$ cat src/inc/clm_pkg.sv
// Purpose: Shared constants for the channel lock monitor
// Assumes: 8-bit channel register file addressed by byte offset
// Notes: Register 0x34 holds the recheck count and the ready flag
package clm_pkg;
    // Register offsets
    localparam logic [7:0] LOCK_RECHECK_CTRL_ADDR = 8'h34;
    localparam logic [7:0] FREQ_TOL_ERR_CTRL_ADDR = 8'h35;
    localparam logic [7:0] FREQ_ERR_RESULT_HI_ADDR = 8'h3b;
    localparam logic [7:0] FREQ_ERR_RESULT_LO_ADDR = 8'h3c;
    // Field positions in lock_recheck_control
    localparam int READY_BIT = 7;
    localparam int LOW_POWER_DIS_BIT = 6;
    localparam int RECHECK_COUNT_HI_BIT = 5;
    localparam int RECHECK_COUNT_LO_BIT = 4;
    // Field positions in freq_tolerance_and_error_control
    localparam int TOL_SCALE_HI_BIT = 7;
    localparam int TOL_SCALE_LO_BIT = 6;
    localparam int CAPTURE_TRIG_BIT = 5;
    // Reset values
    localparam logic [1:0] RECHECK_COUNT_RESET = 2'h3;
    localparam logic [3:0] LOCK_RECHECK_RSVD_RESET = 4'hf;
    localparam logic [4:0] FREQ_TOL_RSVD_RESET = 5'h1f;
    localparam logic [1:0] TOL_SCALE_RESET = 2'h0;
    // Tolerance scale encodings
    localparam logic [1:0] SCALE_X1 = 2'h0;
    localparam logic [1:0] SCALE_X1_PLUS = 2'h1;
    localparam logic [1:0] SCALE_X2 = 2'h2;
    localparam logic [1:0] SCALE_X2_PLUS = 2'h3;
    // Lock supervision states
    typedef enum logic [1:0]
    {
        LOCK_IDLE = 2'b00,
        LOCK_HELD = 2'b01,
        LOCK_RECHECK = 2'b10
    } clm_lock_state_e;
endpackage : clm_pkg

$ cat src/design/clm_tol_scale.sv
// Purpose: Scales the frequency delta tolerance by the two-bit scale field
// Assumes: Tolerance value is stable between checks
// Notes: Output is registered; one cycle of latency after a change
`timescale 1ns/1ps
module clm_tol_scale #(
    parameter int TOL_WIDTH = 8
) (
    input wire logic clk,
    input wire logic reset,
    input wire logic ce,
    input wire logic [1:0] scale,
    input wire logic [TOL_WIDTH-1:0] tolIn,
    output logic [TOL_WIDTH+1:0] tolOut_ff
);
    logic [TOL_WIDTH+1:0] nxt_tolOut;
    logic [TOL_WIDTH+1:0] baseTol;
    logic [TOL_WIDTH+1:0] fracTol;

    // Bits 3:1 of the tolerance must exist for the addend
    if (TOL_WIDTH < 4)
    begin : g_tol_width_check
        $error("clm_tol_scale needs TOL_WIDTH of at least 4");
    end

    // Select multiplier and optional bits 3:1 addend
    always_comb
    begin
        baseTol = {2'h0, tolIn};
        fracTol = {{(TOL_WIDTH-1){1'b0}}, tolIn[3:1]};
        case (scale)
            clm_pkg::SCALE_X1: nxt_tolOut = baseTol;
            clm_pkg::SCALE_X1_PLUS: nxt_tolOut = baseTol + fracTol;
            clm_pkg::SCALE_X2: nxt_tolOut = baseTol << 1;
            clm_pkg::SCALE_X2_PLUS: nxt_tolOut = (baseTol << 1) + fracTol;
            default: nxt_tolOut = baseTol;
        endcase
    end

    // Registered so the lock comparator sees a glitch-free threshold
    always_ff @(posedge clk)
    begin
        if (reset)
        begin
            tolOut_ff <= '0;
        end
        else if (ce)
        begin
            tolOut_ff <= nxt_tolOut;
        end
    end
endmodule : clm_tol_scale

$ cat src/design/clm_lock_monitor.sv
// Purpose: Per-channel lock supervision, tolerance scaling and frequency error capture
// Assumes: Check results and counter values are synchronous to clk
// Notes: Register port is the channel register access path; reads return one cycle later
//
// Summary of operation
// - After lock, every further check is still evaluated against the lock criteria.
// - A failed check is retried the programmed number of times before lock drops.
// - Two-bit recheck count sets extra checks, maximum three, resets to three.
// - A passing recheck keeps lock high and zeroes the failed-check counter.
// - Scale field gives tolerance x1, x1 plus bits 3:1, x2, or x2 plus.
// - Writing the trigger captures the error count; hardware clears the trigger after.
// - Result refreshes continuously; software may force a capture and read result registers.
// - Ready flag sets when a frequency error count is available for reading.
`timescale 1ns/1ps
module clm_lock_monitor #(
    parameter int TOL_WIDTH = 8,
    parameter int COUNT_WIDTH = 16
) (
    input wire logic clk,
    input wire logic reset,
    input wire logic ce,
    input wire logic regWrEn,
    input wire logic regRdEn,
    input wire logic [7:0] regAddr,
    input wire logic [7:0] regWrData,
    output logic [7:0] regRdData_ff,
    input wire logic lockCheckValid,
    input wire logic lockCheckPass,
    input wire logic [TOL_WIDTH-1:0] ppmDelta,
    output logic [TOL_WIDTH+1:0] scaledTolerance,
    input wire logic ppmCountValid,
    input wire logic [COUNT_WIDTH-1:0] ppmCount,
    output logic [COUNT_WIDTH-1:0] freqErrorResult_ff,
    output logic lockDetect_ff,
    output logic lowPowerDisable,
    output logic freqErrorReady
);
    clm_pkg::clm_lock_state_e state_ff;
    clm_pkg::clm_lock_state_e nxt_state;
    logic [1:0] recheckCount_ff;
    logic [1:0] failCnt_ff;
    logic [1:0] nxt_failCnt;
    logic [3:0] lockRsvd_ff;
    logic lowPowerDis_ff;
    logic ready_ff;
    logic [1:0] tolScale_ff;
    logic captureTrig_ff;
    logic [4:0] tolRsvd_ff;
    logic wrLock;
    logic wrTol;
    logic capture;

    // Two result bytes must hold the count, no more and no less
    if (COUNT_WIDTH < 9 || COUNT_WIDTH > 16)
    begin : g_count_width_check
        $error("clm_lock_monitor needs COUNT_WIDTH between 9 and 16");
    end

    assign wrLock = regWrEn && (regAddr == clm_pkg::LOCK_RECHECK_CTRL_ADDR);
    assign wrTol = regWrEn && (regAddr == clm_pkg::FREQ_TOL_ERR_CTRL_ADDR);
    // Forced capture and the continuous refresh both load the same current count
    assign capture = captureTrig_ff || ppmCountValid;
    assign lowPowerDisable = lowPowerDis_ff;
    assign freqErrorReady = ready_ff;

    // Tolerance scaling lives in its own module so it can be reused per lane
    clm_tol_scale #(
        .TOL_WIDTH(TOL_WIDTH)
    ) u_clm_tol_scale (
        .clk(clk),
        .reset(reset),
        .ce(ce),
        .scale(tolScale_ff),
        .tolIn(ppmDelta),
        .tolOut_ff(scaledTolerance)
    );

    // Lock supervision next state; checks never stop once locked
    always_comb
    begin
        nxt_state = state_ff;
        nxt_failCnt = failCnt_ff;
        if (lockCheckValid)
        begin
            case (state_ff)
                clm_pkg::LOCK_IDLE:
                begin
                    if (lockCheckPass)
                    begin
                        nxt_state = clm_pkg::LOCK_HELD;
                    end
                    nxt_failCnt = 2'h0;
                end
                clm_pkg::LOCK_HELD:
                begin
                    // A single failure only drops lock when no rechecks are programmed
                    if (!lockCheckPass)
                    begin
                        nxt_state = (recheckCount_ff == 2'h0) ? clm_pkg::LOCK_IDLE
                                                              : clm_pkg::LOCK_RECHECK;
                    end
                    nxt_failCnt = 2'h0;
                end
                clm_pkg::LOCK_RECHECK:
                begin
                    if (lockCheckPass)
                    begin
                        nxt_state = clm_pkg::LOCK_HELD;
                        nxt_failCnt = 2'h0;
                    end
                    else if ({1'b0, failCnt_ff} + 3'h1 >= {1'b0, recheckCount_ff})
                    begin
                        nxt_state = clm_pkg::LOCK_IDLE;
                        nxt_failCnt = 2'h0;
                    end
                    else
                    begin
                        nxt_failCnt = failCnt_ff + 2'h1;
                    end
                end
                default:
                begin
                    nxt_state = clm_pkg::LOCK_IDLE;
                    nxt_failCnt = 2'h0;
                end
            endcase
        end
    end

    // Lock state, failed-check counter and indication
    always_ff @(posedge clk)
    begin
        if (reset)
        begin
            state_ff <= clm_pkg::LOCK_IDLE;
            failCnt_ff <= 2'h0;
            lockDetect_ff <= 1'b0;
        end
        else if (ce)
        begin
            state_ff <= nxt_state;
            failCnt_ff <= nxt_failCnt;
            lockDetect_ff <= (nxt_state != clm_pkg::LOCK_IDLE);
        end
    end

    // Lock recheck control register; ready flag set wins over a software clear
    always_ff @(posedge clk)
    begin
        if (reset)
        begin
            recheckCount_ff <= clm_pkg::RECHECK_COUNT_RESET;
            lockRsvd_ff <= clm_pkg::LOCK_RECHECK_RSVD_RESET;
            lowPowerDis_ff <= 1'b0;
            ready_ff <= 1'b0;
        end
        else if (ce)
        begin
            if (wrLock)
            begin
                recheckCount_ff <= regWrData[clm_pkg::RECHECK_COUNT_HI_BIT:clm_pkg::RECHECK_COUNT_LO_BIT];
                lockRsvd_ff <= regWrData[3:0];
                lowPowerDis_ff <= regWrData[clm_pkg::LOW_POWER_DIS_BIT];
                ready_ff <= regWrData[clm_pkg::READY_BIT];
            end
            if (capture)
            begin
                ready_ff <= 1'b1;
            end
        end
    end

    // Tolerance and capture control; the trigger self-clears after one capture
    always_ff @(posedge clk)
    begin
        if (reset)
        begin
            tolScale_ff <= clm_pkg::TOL_SCALE_RESET;
            captureTrig_ff <= 1'b0;
            tolRsvd_ff <= clm_pkg::FREQ_TOL_RSVD_RESET;
        end
        else if (ce)
        begin
            if (captureTrig_ff)
            begin
                captureTrig_ff <= 1'b0;
            end
            if (wrTol)
            begin
                tolScale_ff <= regWrData[clm_pkg::TOL_SCALE_HI_BIT:clm_pkg::TOL_SCALE_LO_BIT];
                tolRsvd_ff <= regWrData[4:0];
                // Writing zero leaves a pending capture alone
                if (regWrData[clm_pkg::CAPTURE_TRIG_BIT])
                begin
                    captureTrig_ff <= 1'b1;
                end
            end
        end
    end

    // Frequency error result, refreshed continuously or on a forced capture
    always_ff @(posedge clk)
    begin
        if (reset)
        begin
            freqErrorResult_ff <= '0;
        end
        else if (ce && capture)
        begin
            freqErrorResult_ff <= ppmCount;
        end
    end

    // Registered read port; unmapped offsets read zero
    always_ff @(posedge clk)
    begin
        if (reset)
        begin
            regRdData_ff <= 8'h00;
        end
        else if (ce && regRdEn)
        begin
            case (regAddr)
                clm_pkg::LOCK_RECHECK_CTRL_ADDR:
                    regRdData_ff <= {ready_ff, lowPowerDis_ff, recheckCount_ff, lockRsvd_ff};
                clm_pkg::FREQ_TOL_ERR_CTRL_ADDR:
                    regRdData_ff <= {tolScale_ff, captureTrig_ff, tolRsvd_ff};
                clm_pkg::FREQ_ERR_RESULT_HI_ADDR:
                    regRdData_ff <= 8'(freqErrorResult_ff >> 8);
                clm_pkg::FREQ_ERR_RESULT_LO_ADDR:
                    regRdData_ff <= freqErrorResult_ff[7:0];
                default:
                    regRdData_ff <= 8'h00;
            endcase
        end
    end

    property p_keep_checking;
        @(posedge clk) disable iff (reset)
        (ce && state_ff == clm_pkg::LOCK_HELD && lockCheckValid && !lockCheckPass)
            |=> (state_ff != clm_pkg::LOCK_HELD);
    endproperty
    a_keep_checking: assert property (p_keep_checking) else $error("Locked failure ignored");

    property p_no_drop_first;
        @(posedge clk) disable iff (reset)
        (ce && state_ff == clm_pkg::LOCK_HELD && lockCheckValid && !lockCheckPass && recheckCount_ff != 2'h0)
            |=> lockDetect_ff;
    endproperty
    a_no_drop_first: assert property (p_no_drop_first) else $error("Lock dropped on first failure");

    property p_final_fail;
        @(posedge clk) disable iff (reset)
        (ce && state_ff == clm_pkg::LOCK_RECHECK && lockCheckValid && !lockCheckPass
            && failCnt_ff + 2'h1 == recheckCount_ff) |=> !lockDetect_ff;
    endproperty
    a_final_fail: assert property (p_final_fail) else $error("Lock kept after last recheck");

    property p_count_reset;
        @(posedge clk) reset |=> (recheckCount_ff == 2'h3 && !captureTrig_ff && !ready_ff && !lockDetect_ff);
    endproperty
    a_count_reset: assert property (p_count_reset) else $error("Wrong reset values");

    property p_regain;
        @(posedge clk) disable iff (reset)
        (ce && state_ff == clm_pkg::LOCK_RECHECK && lockCheckValid && lockCheckPass)
            |=> (lockDetect_ff && failCnt_ff == 2'h0);
    endproperty
    a_regain: assert property (p_regain) else $error("Regained lock not held");

    property p_scale_x2;
        @(posedge clk) disable iff (reset)
        (ce && tolScale_ff == clm_pkg::SCALE_X2)
            |=> (scaledTolerance == {1'b0, $past(ppmDelta), 1'b0});
    endproperty
    a_scale_x2: assert property (p_scale_x2) else $error("Tolerance not doubled");

    property p_trig_capture;
        @(posedge clk) disable iff (reset)
        (ce && captureTrig_ff) |=> (!captureTrig_ff || $past(wrTol)) && freqErrorResult_ff == $past(ppmCount);
    endproperty
    a_trig_capture: assert property (p_trig_capture) else $error("Forced capture failed");

    property p_continuous;
        @(posedge clk) disable iff (reset)
        (ce && ppmCountValid) |=> (freqErrorResult_ff == $past(ppmCount)) ##0 ready_ff;
    endproperty
    a_continuous: assert property (p_continuous) else $error("Result not refreshed");
endmodule : clm_lock_monitor

$ cat config.mk
export PLATFORM = sky130hd
export DESIGN_NAME = clm_lock_monitor
export DESIGN_NICKNAME = d
export VERILOG_FILES = /design/src/inc/clm_pkg.sv /design/src/design/clm_tol_scale.sv /design/src/design/clm_lock_monitor.sv
export SDC_FILE = /design/constraint.sdc
export NUM_CORES = 1
export LEC_CHECK = 0
export ABC_AREA = 0
export BUFFER_PORTS_ARGS = -buffer_cell sky130_fd_sc_hd__buf_2
export CAP_MARGIN = 30
export CELL_PAD_IN_SITES_DETAIL_PLACEMENT = 0
export CELL_PAD_IN_SITES_GLOBAL_PLACEMENT = 1
export CORE_ASPECT_RATIO = 0.5
export CORE_MARGIN = 5
export CORE_UTILIZATION = 38
export DETAILED_ROUTE_END_ITERATION = 10
export PLACE_DENSITY = 0.83
export SLEW_MARGIN = 25
export SYNTH_ARGS = -nofsm -noshare
export SYNTH_HDL_FRONTEND = slang
export SYNTH_SLANG_ARGS = --single-unit
$ cat constraint.sdc
create_clock -name clk -period 2.46 [get_ports clk]
set_input_delay 0.246 -clock clk [delete_from_list [all_inputs] [get_ports clk]]
set_output_delay 0.246 -clock clk [all_outputs]
set_load 0.02 [all_outputs]
==> results of run 1 <==
-- placed cells by master, fill, tap and decap left out, types with 9 or more instances in the layout --
cell type / n
nor2_1: 20
inv_1: 18
a22oi_1: 9
buf_2: 84
nor3_1: 12
a21oi_1: 27
mux2i_1: 21
dfxtp_1: 55
nand2_1: 49
-- layer usage --
| layer | vias to the layer above | GRT usage | part of all wire |
|---|---|---|---|
| li1 | 1378 | - | - |
| met1 | 1230 | 0.2104 | 0.47 |
| met2 | 56 | 0.2689 | 0.47 |
| met3 | 4 | 0.03255 | 0.050 |
| met4 | 0 | 0.03047 | 0.0057 |
| met5 | - | 0 | 0 |
-- worst paths after layout --
| path | startpoint | endpoint | cells past startpoint |
|---|---|---|---|
| worst max register to register | recheckCount_ff[1] | failCnt_ff[0] | 6 |
| worst min-delay path | ppmCount[1] | freqErrorResult_ff[1] | 3 |
| worst max-delay path | recheckCount_ff[1] | failCnt_ff[0] | 6 |
| worst min register to register | u_clm_tol_scale.tolOut_ff[9] | u_clm_tol_scale.tolOut_ff[9] | 2 |
-- cell type report --
type | instances | area (µm²)
fill | 746 | 3834
multi-input combinational | 243 | 1654
sequential | 55 | 1101
timing repair buffer | 92 | 480.5
clock buffer | 6 | 138.9
tap | 96 | 120.1
inverter | 19 | 71.32
clock inverter | 1 | 5.005
-- logic make-up after synthesis --
| group | Yosys count |
|---|---|
| AOI/OAI and AO/OA | 87 |
| xor gates and xnor gates | 3 |
| adders and majority gates | 11 |
| buffers and inverters | 39 |
| DFF | 55 |
| muxes | 24 |
| and+or+nand+nor | 118 |
-- registers in the layout, summed over array words and instances, names as in the netlist --
signal,count
tolScale_ff,2
tolRsvd_ff,5
lockRsvd_ff,4
lockDetect_ff,1
freqErrorResult_ff,16
failCnt_ff,2
state_ff,2
lowPowerDisable,1
u_clm_tol_scale.tolOut_ff,10
freqErrorReady,1
captureTrig_ff,1
regRdData_ff,8
recheckCount_ff,2
-- worst max-delay path: stages (launching register included) --
cell and delay, ns:
dfxtp_1 0.35, inv_1 0.08, fa_1 0.53, inv_1 0.05, o311ai_0 0.49, or4_1 0.19
a21oi_1 0.06
-- power by group --
part	switching, mW	leakage [nW]	total, mW	internal (mW)
clock	0.304	0.0727	0.703	0.398
sequential	0.0177	0.448	0.932	0.914
combinational	0.161	1.04	0.264	0.103
total	0.483	1.57	1.90	1.42
-- Yosys cell counts (2+ instances only) --
library cell and instances:
dfxtp_1 55, nand3_1 5, nor2_1 20, clkbuf_1 15, a221oi_1 2, a22o_1 8, buf_6 2, a211oi_1 3
nand2b_1 2, nor3_1 12, nor4_1 3, or4_1 3, a21oi_1 27, nand4_1 2, a311oi_1 2, xnor2_1 3
o22ai_1 8, nand2_2 5, a31oi_1 3, o211ai_1 2, o31a_1 2, mux4_2 2, o21a_1 2, o21ai_0 6
a22oi_1 9, a2bb2oi_1 2, or3_1 3, mux2i_1 21, nand2_1 49, inv_1 18, o211ai_2 5, fa_1 3
ha_1 8, and3_1 5
==> results.toml, run 1 <==
[status]
outcome = "finished, final reports clean"

[cells_and_area]
fin_cells = 512
final_area_mm2 = 0.003571
area.growth.synth_to_final_pct = 22.12
fin_util = 0.4823
nNetsFinal = 475
drive_above_1_share = 0.2861
diodes = 0

[sta]
fmax_mhz = 537.0
clock_skew_ns = 0.006337
worst_slack_ns = 0.5980
slew_viol_final = 0
period_share = 0.7569
hold_ws_ns = 0.1889
tns_ns = 0
period_needed_ns = 1.862
grt_setup_unrepaired = "false"
setup-violations-final = 0
hold_viol = 0
timing.slew.headroom = 0.5292
tightest_slew_ns = 0.7062

[floorplan]
num_rows = 22
core_mm2 = 0.007405
die_w_um = 134.1
die-area_mm2 = 0.009656
die_y_um = 72.03
ios = 85
initial_utilization = 0.3949

[synth]
synth.area.top_cells = "dfxtp_1 (38%), mux2i_1 (7.2%), nand2_1 (6.3%)"
synth_mux_area_frac = 0.09114
ys_seq_elements = 55
syn_nets = 396
synth_top_family_by_area = "compound AO/OA/AOI/OAI gates"
ys.flop_type = "dfxtp_1"
syn_avg_cell_area_um2 = 8.677
ys_warn_count = 0
ys_seq_area_frac = 0.3766
synth_adder_area_share = 0.05477
synth_cells = 337
syn_area_mm2 = 0.002924
synth_top_area_frac = 0.3766
synth_largest_area_cell = "dfxtp_1"
synth-xor-area-share = 0.008986
async_flop_share = 0
synth-compound-area-share = 0.2101
yosys.area_share.simple = 0.1973
synth_edf_count = 0
synth_cell_type_count = 54

[critical_path]
path_max_fanout = 3
required_ns = 2.62
endpoint_kind = "flip-flop"
startpoint_type = "flip-flop"
path_class = "flip-flop to flip-flop"
ff2ff_setup_slack_ns = 0.60
worst_ep_arrival_time_ns = 2.02

[placed_design]
dpl-instance-area_mm2 = 0.003427
portBuffers = 84
place_inst = 505
dpl.hpwl_um = 5937
gp_congestion = 0.7925
dp_slack_ns = 0.4339

[clocking]
clockBufferDepth = 2
clk_latency_ns = 0.29
path_clk_slew_ns = 0.07
cts_tree = "built"
cts-htree-levels = 2
cts_setup_buffers = 0
numCtsBuffers = 5
post_cts_resized = 0
cts_root_buf = "clkbuf_16"
cts_hold_buf = 0
cts.sinks = 55

[routing]
ant_nets = 0
drc = 0
vias_per_cell = 5.211
routed_wirelength_um = 7716
vias = 2668
drt_pass1_iterations = 4
drtIter0Drc = 104
drt-wirelength-per-cell_um = 15.07

[grt]
grt_pass1_wl_um = 12540
grt_pass1_vias = 2595
grt.overflow.total = 0
track_usage = 0.1575
grt_max_degree = 36
antenna_found_initial = 0

[power]
worst_ir_drop_vdd_mv = 0.2712
power_density_mw_per_mm2 = 531.7
power_mw = 1.899
leakage_nw = 1.565

[min_path]
hold_path.class = "input pin to flip-flop"

[run]
maxCapViolations = 0
(Power assumes the default switching activity.)
==> run 2: changes to the inputs <==
- clock period: 2.46 -> 1.9 ns (I/O delays scaled with it)
==> results.toml, run 2 (same netlist as run 1, synthesis figures left out) <==
[status]
outcome = "finished, final reports clean"

[floorplan]
num_rows = 22
die_w_um = 134.1
die_y_um = 72.03
core_mm2 = 0.007405
initial_utilization = 0.3949
ios = 85
die-area_mm2 = 0.009656

[sta]
period_needed_ns = 1.815
slew_viol_final = 0
tns_ns = 0
period_share = 0.9551
tightest_slew_ns = 0.6417
setup-violations-final = 0
fmax_mhz = 551.1
clock_skew_ns = 0.008364
hold_viol = 0
grt_setup_unrepaired = "false"
hold_ws_ns = 0.1330
timing.slew.headroom = 0.5721

[routing]
ant_nets = 0
drtIter0Drc = 92
routed_wirelength_um = 7874
vias_per_cell = 5.186
drt-wirelength-per-cell_um = 14.97
drt_pass1_iterations = 4
drc = 0
vias = 2728

[cells_and_area]
largestRegisters = "freqErrorResult_ff: 16 flops, u_clm_tol_scale.tolOut_ff: 10 flops, regRdData_ff: 8 flops"
diodes = 0
drive_above_1_share = 0.3233
layout_common_cells = "buf_2 (84), dfxtp_1 (55), nand2_1 (49), a21oi_1 (25)"
largest_reg_flops = 16
regMostFlops = "freqErrorResult_ff"
nNetsFinal = 488
final_common_cell = "buf_2"
n_fill_cell = 730
area.growth.synth_to_final_pct = 26.70

[grt]
grt_max_degree = 22
track_usage = 0.1622
grt.overflow.total = 0
grt_pass1_vias = 2742
antenna_found_initial = 0
grt_pass1_wl_um = 12990

[clocking]
cts_root_buf = "clkbuf_16"
cts.sinks = 55
cts_tree = "built"
cts_hold_buf = 0
clk_latency_ns = 0.29
path_clk_slew_ns = 0.07
numCtsBuffers = 5
cts-htree-levels = 2
clockBufferDepth = 2

[critical_path]
path_max_fanout = 3
path_class = "flip-flop to flip-flop"
worst_path_most_repeated_cell = "inv_1"
startpoint_type = "flip-flop"
endpoint_kind = "flip-flop"
worst_ep_arrival_time_ns = 2.04
crit_family = "adder cells"
worst-path-buf-inv = 3
critPathSlowestCell = "fa_2"
required_ns = 2.12
timing.critical_path.cells = "inv_1 > fa_2 > inv_1 > o311ai_1 > buf_4 > or4_4 > a21oi_2"
max_stage_delay_ns = 0.46

[power]
seqPwrFrac = 0.477
p_clk_frac = 0.380
leakage_nw = 1.632
power_mw = 2.527
switchingPower_mw = 0.6347
sw_frac_of_total = 0.2511
pwr-share-comb = 0.143
worst_ir_drop_vdd_mv = 0.3068
p_int_mw = 1.893
power_density_mw_per_mm2 = 682.2

[placed_design]
gp_congestion = 0.7733
dpl.hpwl_um = 5998
portBuffers = 84

[run]
maxCapViolations = 0

[min_path]
hold_path.class = "input pin to flip-flop"
==> run 2: cell types whose count changed in the layout (fill, tap and decap cells not counted), moves of 2 or more <==
cell | before | now
a21oi_2 | 0 | 2
a21oi_1 | 27 | 25
or4_4 | 1 | 3
or4_1 | 3 | 1
buf_4 | 8 | 21
==> run 2: layout make-up <==
type                       count  area (µm²)  share of cell area
timing repair buffer         105       578.1              0.1560
clock buffer                   7       152.6             0.04120
clock inverter                 1       7.507            0.002026
sequential                    55        1101              0.2972
multi-input combinational    243        1674              0.4519
tap                           96       120.1             0.03242
inverter                      19       71.32             0.01925
==> run 2: layer usage <==
metal / wire (µm) / global-route usage / vias up
met1: 3600 / 0.2044 / 1257
met3: 342 / 0.03047 / 9
met5: 0 / 0 / -
met4: 95 / 0.04740 / 0
li1: - / - / 1401
met2: 3835 / 0.2879 / 61
==> run 2: repair_timing <==
item                       CTS  global route
cloned                       0             0
pin swaps                    1             3
setup endpoints to repair    1             2
resized for setup            1             6
setup buffers                1             0
==> run 2: worst paths after layout <==
path                                                    from                            to  slack [ns]  depth (start not counted)
worst max-delay path                      recheckCount_ff[1]                 failCnt_ff[1]        0.09                          7
worst min-delay path                             ppmCount[8]         freqErrorResult_ff[8]        0.13                          3
worst max register to register            recheckCount_ff[1]                 failCnt_ff[1]        0.09                          7
worst min register to register  u_clm_tol_scale.tolOut_ff[9]  u_clm_tol_scale.tolOut_ff[9]        0.46                          2
==> run 2: per-stage QoR <==
| stage | setup WS (ns) | utilization | cell area (µm²) | instances |
|---|---|---|---|---|
| finish | 0.08531 | 0.5003 | 3705 | 526 |
| CTS | 0.01935 | 0.4976 | 3685 | 526 |
| global route | 0.007893 | 0.5003 | 3705 | 526 |
| detailed placement | 0.001403 | 0.4750 | 3517 | 517 |
| floorplan | 0.1790 | - | 2924 | 337 |
| global placement | 0.06451 | 0.4745 | 3513 | 517 |
==> run 2: worst register-to-register path, delay by kind of cell, from the launching register on <==
family                     cells  cell delay [ns]
and+or+nand+nor                1             0.41
buffers and inverters          3             0.32
AOI/OAI and AO/OA              2             0.23
adders and majority gates      1             0.46
DFF                            1             0.33
==> run 2: power by group through the flow <==
stage	sequential (mW)	clock, mW	combinational [mW]
2_1_floorplan	1.27	0	0.166
3_3_place_gp	1.23	0	0.356
3_5_place_dp	1.23	0	0.361
4_1_cts	1.21	0.985	0.363
5_1_grt	1.21	1.03	0.404
6_report	1.21	0.960	0.362
==> run 3: changes to the inputs <==
- CORE_MARGIN: 5 -> unset
- GPL_TIMING_DRIVEN: unset -> 0
==> results.toml, run 3 (same netlist as run 1, synthesis figures left out) <==
[status]
outcome = "finished with violations"
violations = "DRC"

[clocking]
cts.sinks = 55
clk_latency_ns = 0.29
numCtsBuffers = 5
cts_hold_buf = 0
cts-htree-levels = 2
clockBufferDepth = 2
cts_root_buf = "clkbuf_16"
path_clk_slew_ns = 0.07
cts_tree = "built"

[min_path]
hold_path.class = "input pin to flip-flop"

[sta]
period_needed_ns = 1.810
clock_skew_ns = 0.006610
grt_setup_unrepaired = "false"
timing.slew.headroom = 0.4355
hold_ws_ns = 0.1274
tns_ns = 0
tightest_slew_ns = 0.8451
period_share = 0.9526
slew_viol_final = 0
fmax_mhz = 552.5
setup-violations-final = 0
hold_viol = 0

[routing]
vias = 2730
drt_pass1_iterations = 10
drtIter0Drc = 194
routed_wirelength_um = 7663
drt-wirelength-per-cell_um = 14.68
ant_nets = 0
vias_per_cell = 5.230
drc = 2

[grt]
grt_pass1_vias = 2530
track_usage = 0.1953
grt_max_degree = 16
grt.overflow.total = 0
grt_pass1_wl_um = 12430
antenna_found_initial = 0

[floorplan]
num_rows = 22
die-area_mm2 = 0.008071
ios = 85
die_w_um = 126.1
die_y_um = 64.03
initial_utilization = 0.3964
core_mm2 = 0.007377

[critical_path]
startpoint_type = "flip-flop"
worst_ep_arrival_time_ns = 2.04
path_class = "flip-flop to flip-flop"
required_ns = 2.13
path_max_fanout = 3
endpoint_kind = "flip-flop"

[power]
leakage_nw = 1.558
power_density_mw_per_mm2 = 670.7
worst_ir_drop_vdd_mv = 0.4239

[cells_and_area]
final_common_cell = "buf_2"
drive_above_1_share = 0.2793
area.growth.synth_to_final_pct = 24.22
fin_util = 0.4924
nNetsFinal = 486
layout_common_cells = "buf_2 (83), dfxtp_1 (53), nand2_1 (49), a21oi_1 (26), mux2i_1 (21)"
largestRegisters = "freqErrorResult_ff: 16 flops, u_clm_tol_scale.tolOut_ff: 10 flops, regRdData_ff: 8 flops"
largest_reg_flops = 16
diodes = 0
regMostFlops = "freqErrorResult_ff"

[placed_design]
portBuffers = 82
dpl.hpwl_um = 5867
gp_congestion = 0.8372

[run]
maxCapViolations = 0
run 3: metrics by stage:
stage | worst slack, ns | total power [mW] | instances | instance area [µm²]
6_report | 0.08997 | 2.436 | 522 | 3632
5_1_grt | 0.01346 | 2.550 | 522 | 3632
4_1_cts | 0.1024 | 2.449 | 521 | 3587
3_5_place_dp | -0.09960 | 1.580 | 515 | 3455
3_3_place_gp | -0.1227 | 1.579 | 515 | 3455
2_1_floorplan | 0.1790 | 1.432 | 337 | 2924
run 3: path summary, 6_finish.rpt:
| kind | startpoint | to | slack [ns] | cells after the start |
|---|---|---|---|---|
| worst min register to register | u_clm_tol_scale.tolOut_ff[9] | u_clm_tol_scale.tolOut_ff[9] | 0.46 | 2 |
| worst max register to register | recheckCount_ff[1] | failCnt_ff[0] | 0.09 | 6 |
| worst max-delay path | recheckCount_ff[1] | failCnt_ff[0] | 0.09 | 6 |
| worst min-delay path | ppmCount[4] | freqErrorResult_ff[4] | 0.13 | 3 |
run 3: cell type report:
cell class,instances,area [µm²]
well taps,96,120.1
multi-input cells,243,1679
repair buffers,83,417.9
clock buffers,5,125.1
inverters,19,71.32
flip-flops and latches,55,1104
plain buffers,20,107.6
clock inverters,1,7.507
fillers,748,3745
run 3: per-layer routing:
layer | routed length [µm] | up-vias | GRT usage | part of all wire
met3 | 387 | 7 | 0.04355 | 0.051
li1 | - | 1395 | - | -
met1 | 3699 | 1271 | 0.2678 | 0.48
met5 | 0 | - | 0 | 0
met2 | 3527 | 57 | 0.3170 | 0.46
met4 | 48 | 0 | 0.03614 | 0.0063
run 3: worst max-delay path: stages (launching register included):
cell      delay [ns]
dfxtp_2         0.34
inv_1           0.07
fa_2            0.40
nor2_4          0.15
o311ai_4        0.13
or4_4           0.54
a21oi_2         0.12
run 3: what timing repair did:
item	4_1_cts	5_1_grt
resized for setup	1	10
setup endpoints to repair	2	3
setup buffers	0	1
hold endpoints to repair	0	0
pin swaps	0	3
run 3: where the power goes:
| group | switching [mW] | internal, mW |
|---|---|---|
| sequential | 0.0231 | 1.18 |
| clock | 0.405 | 0.475 |
| combinational | 0.213 | 0.136 |
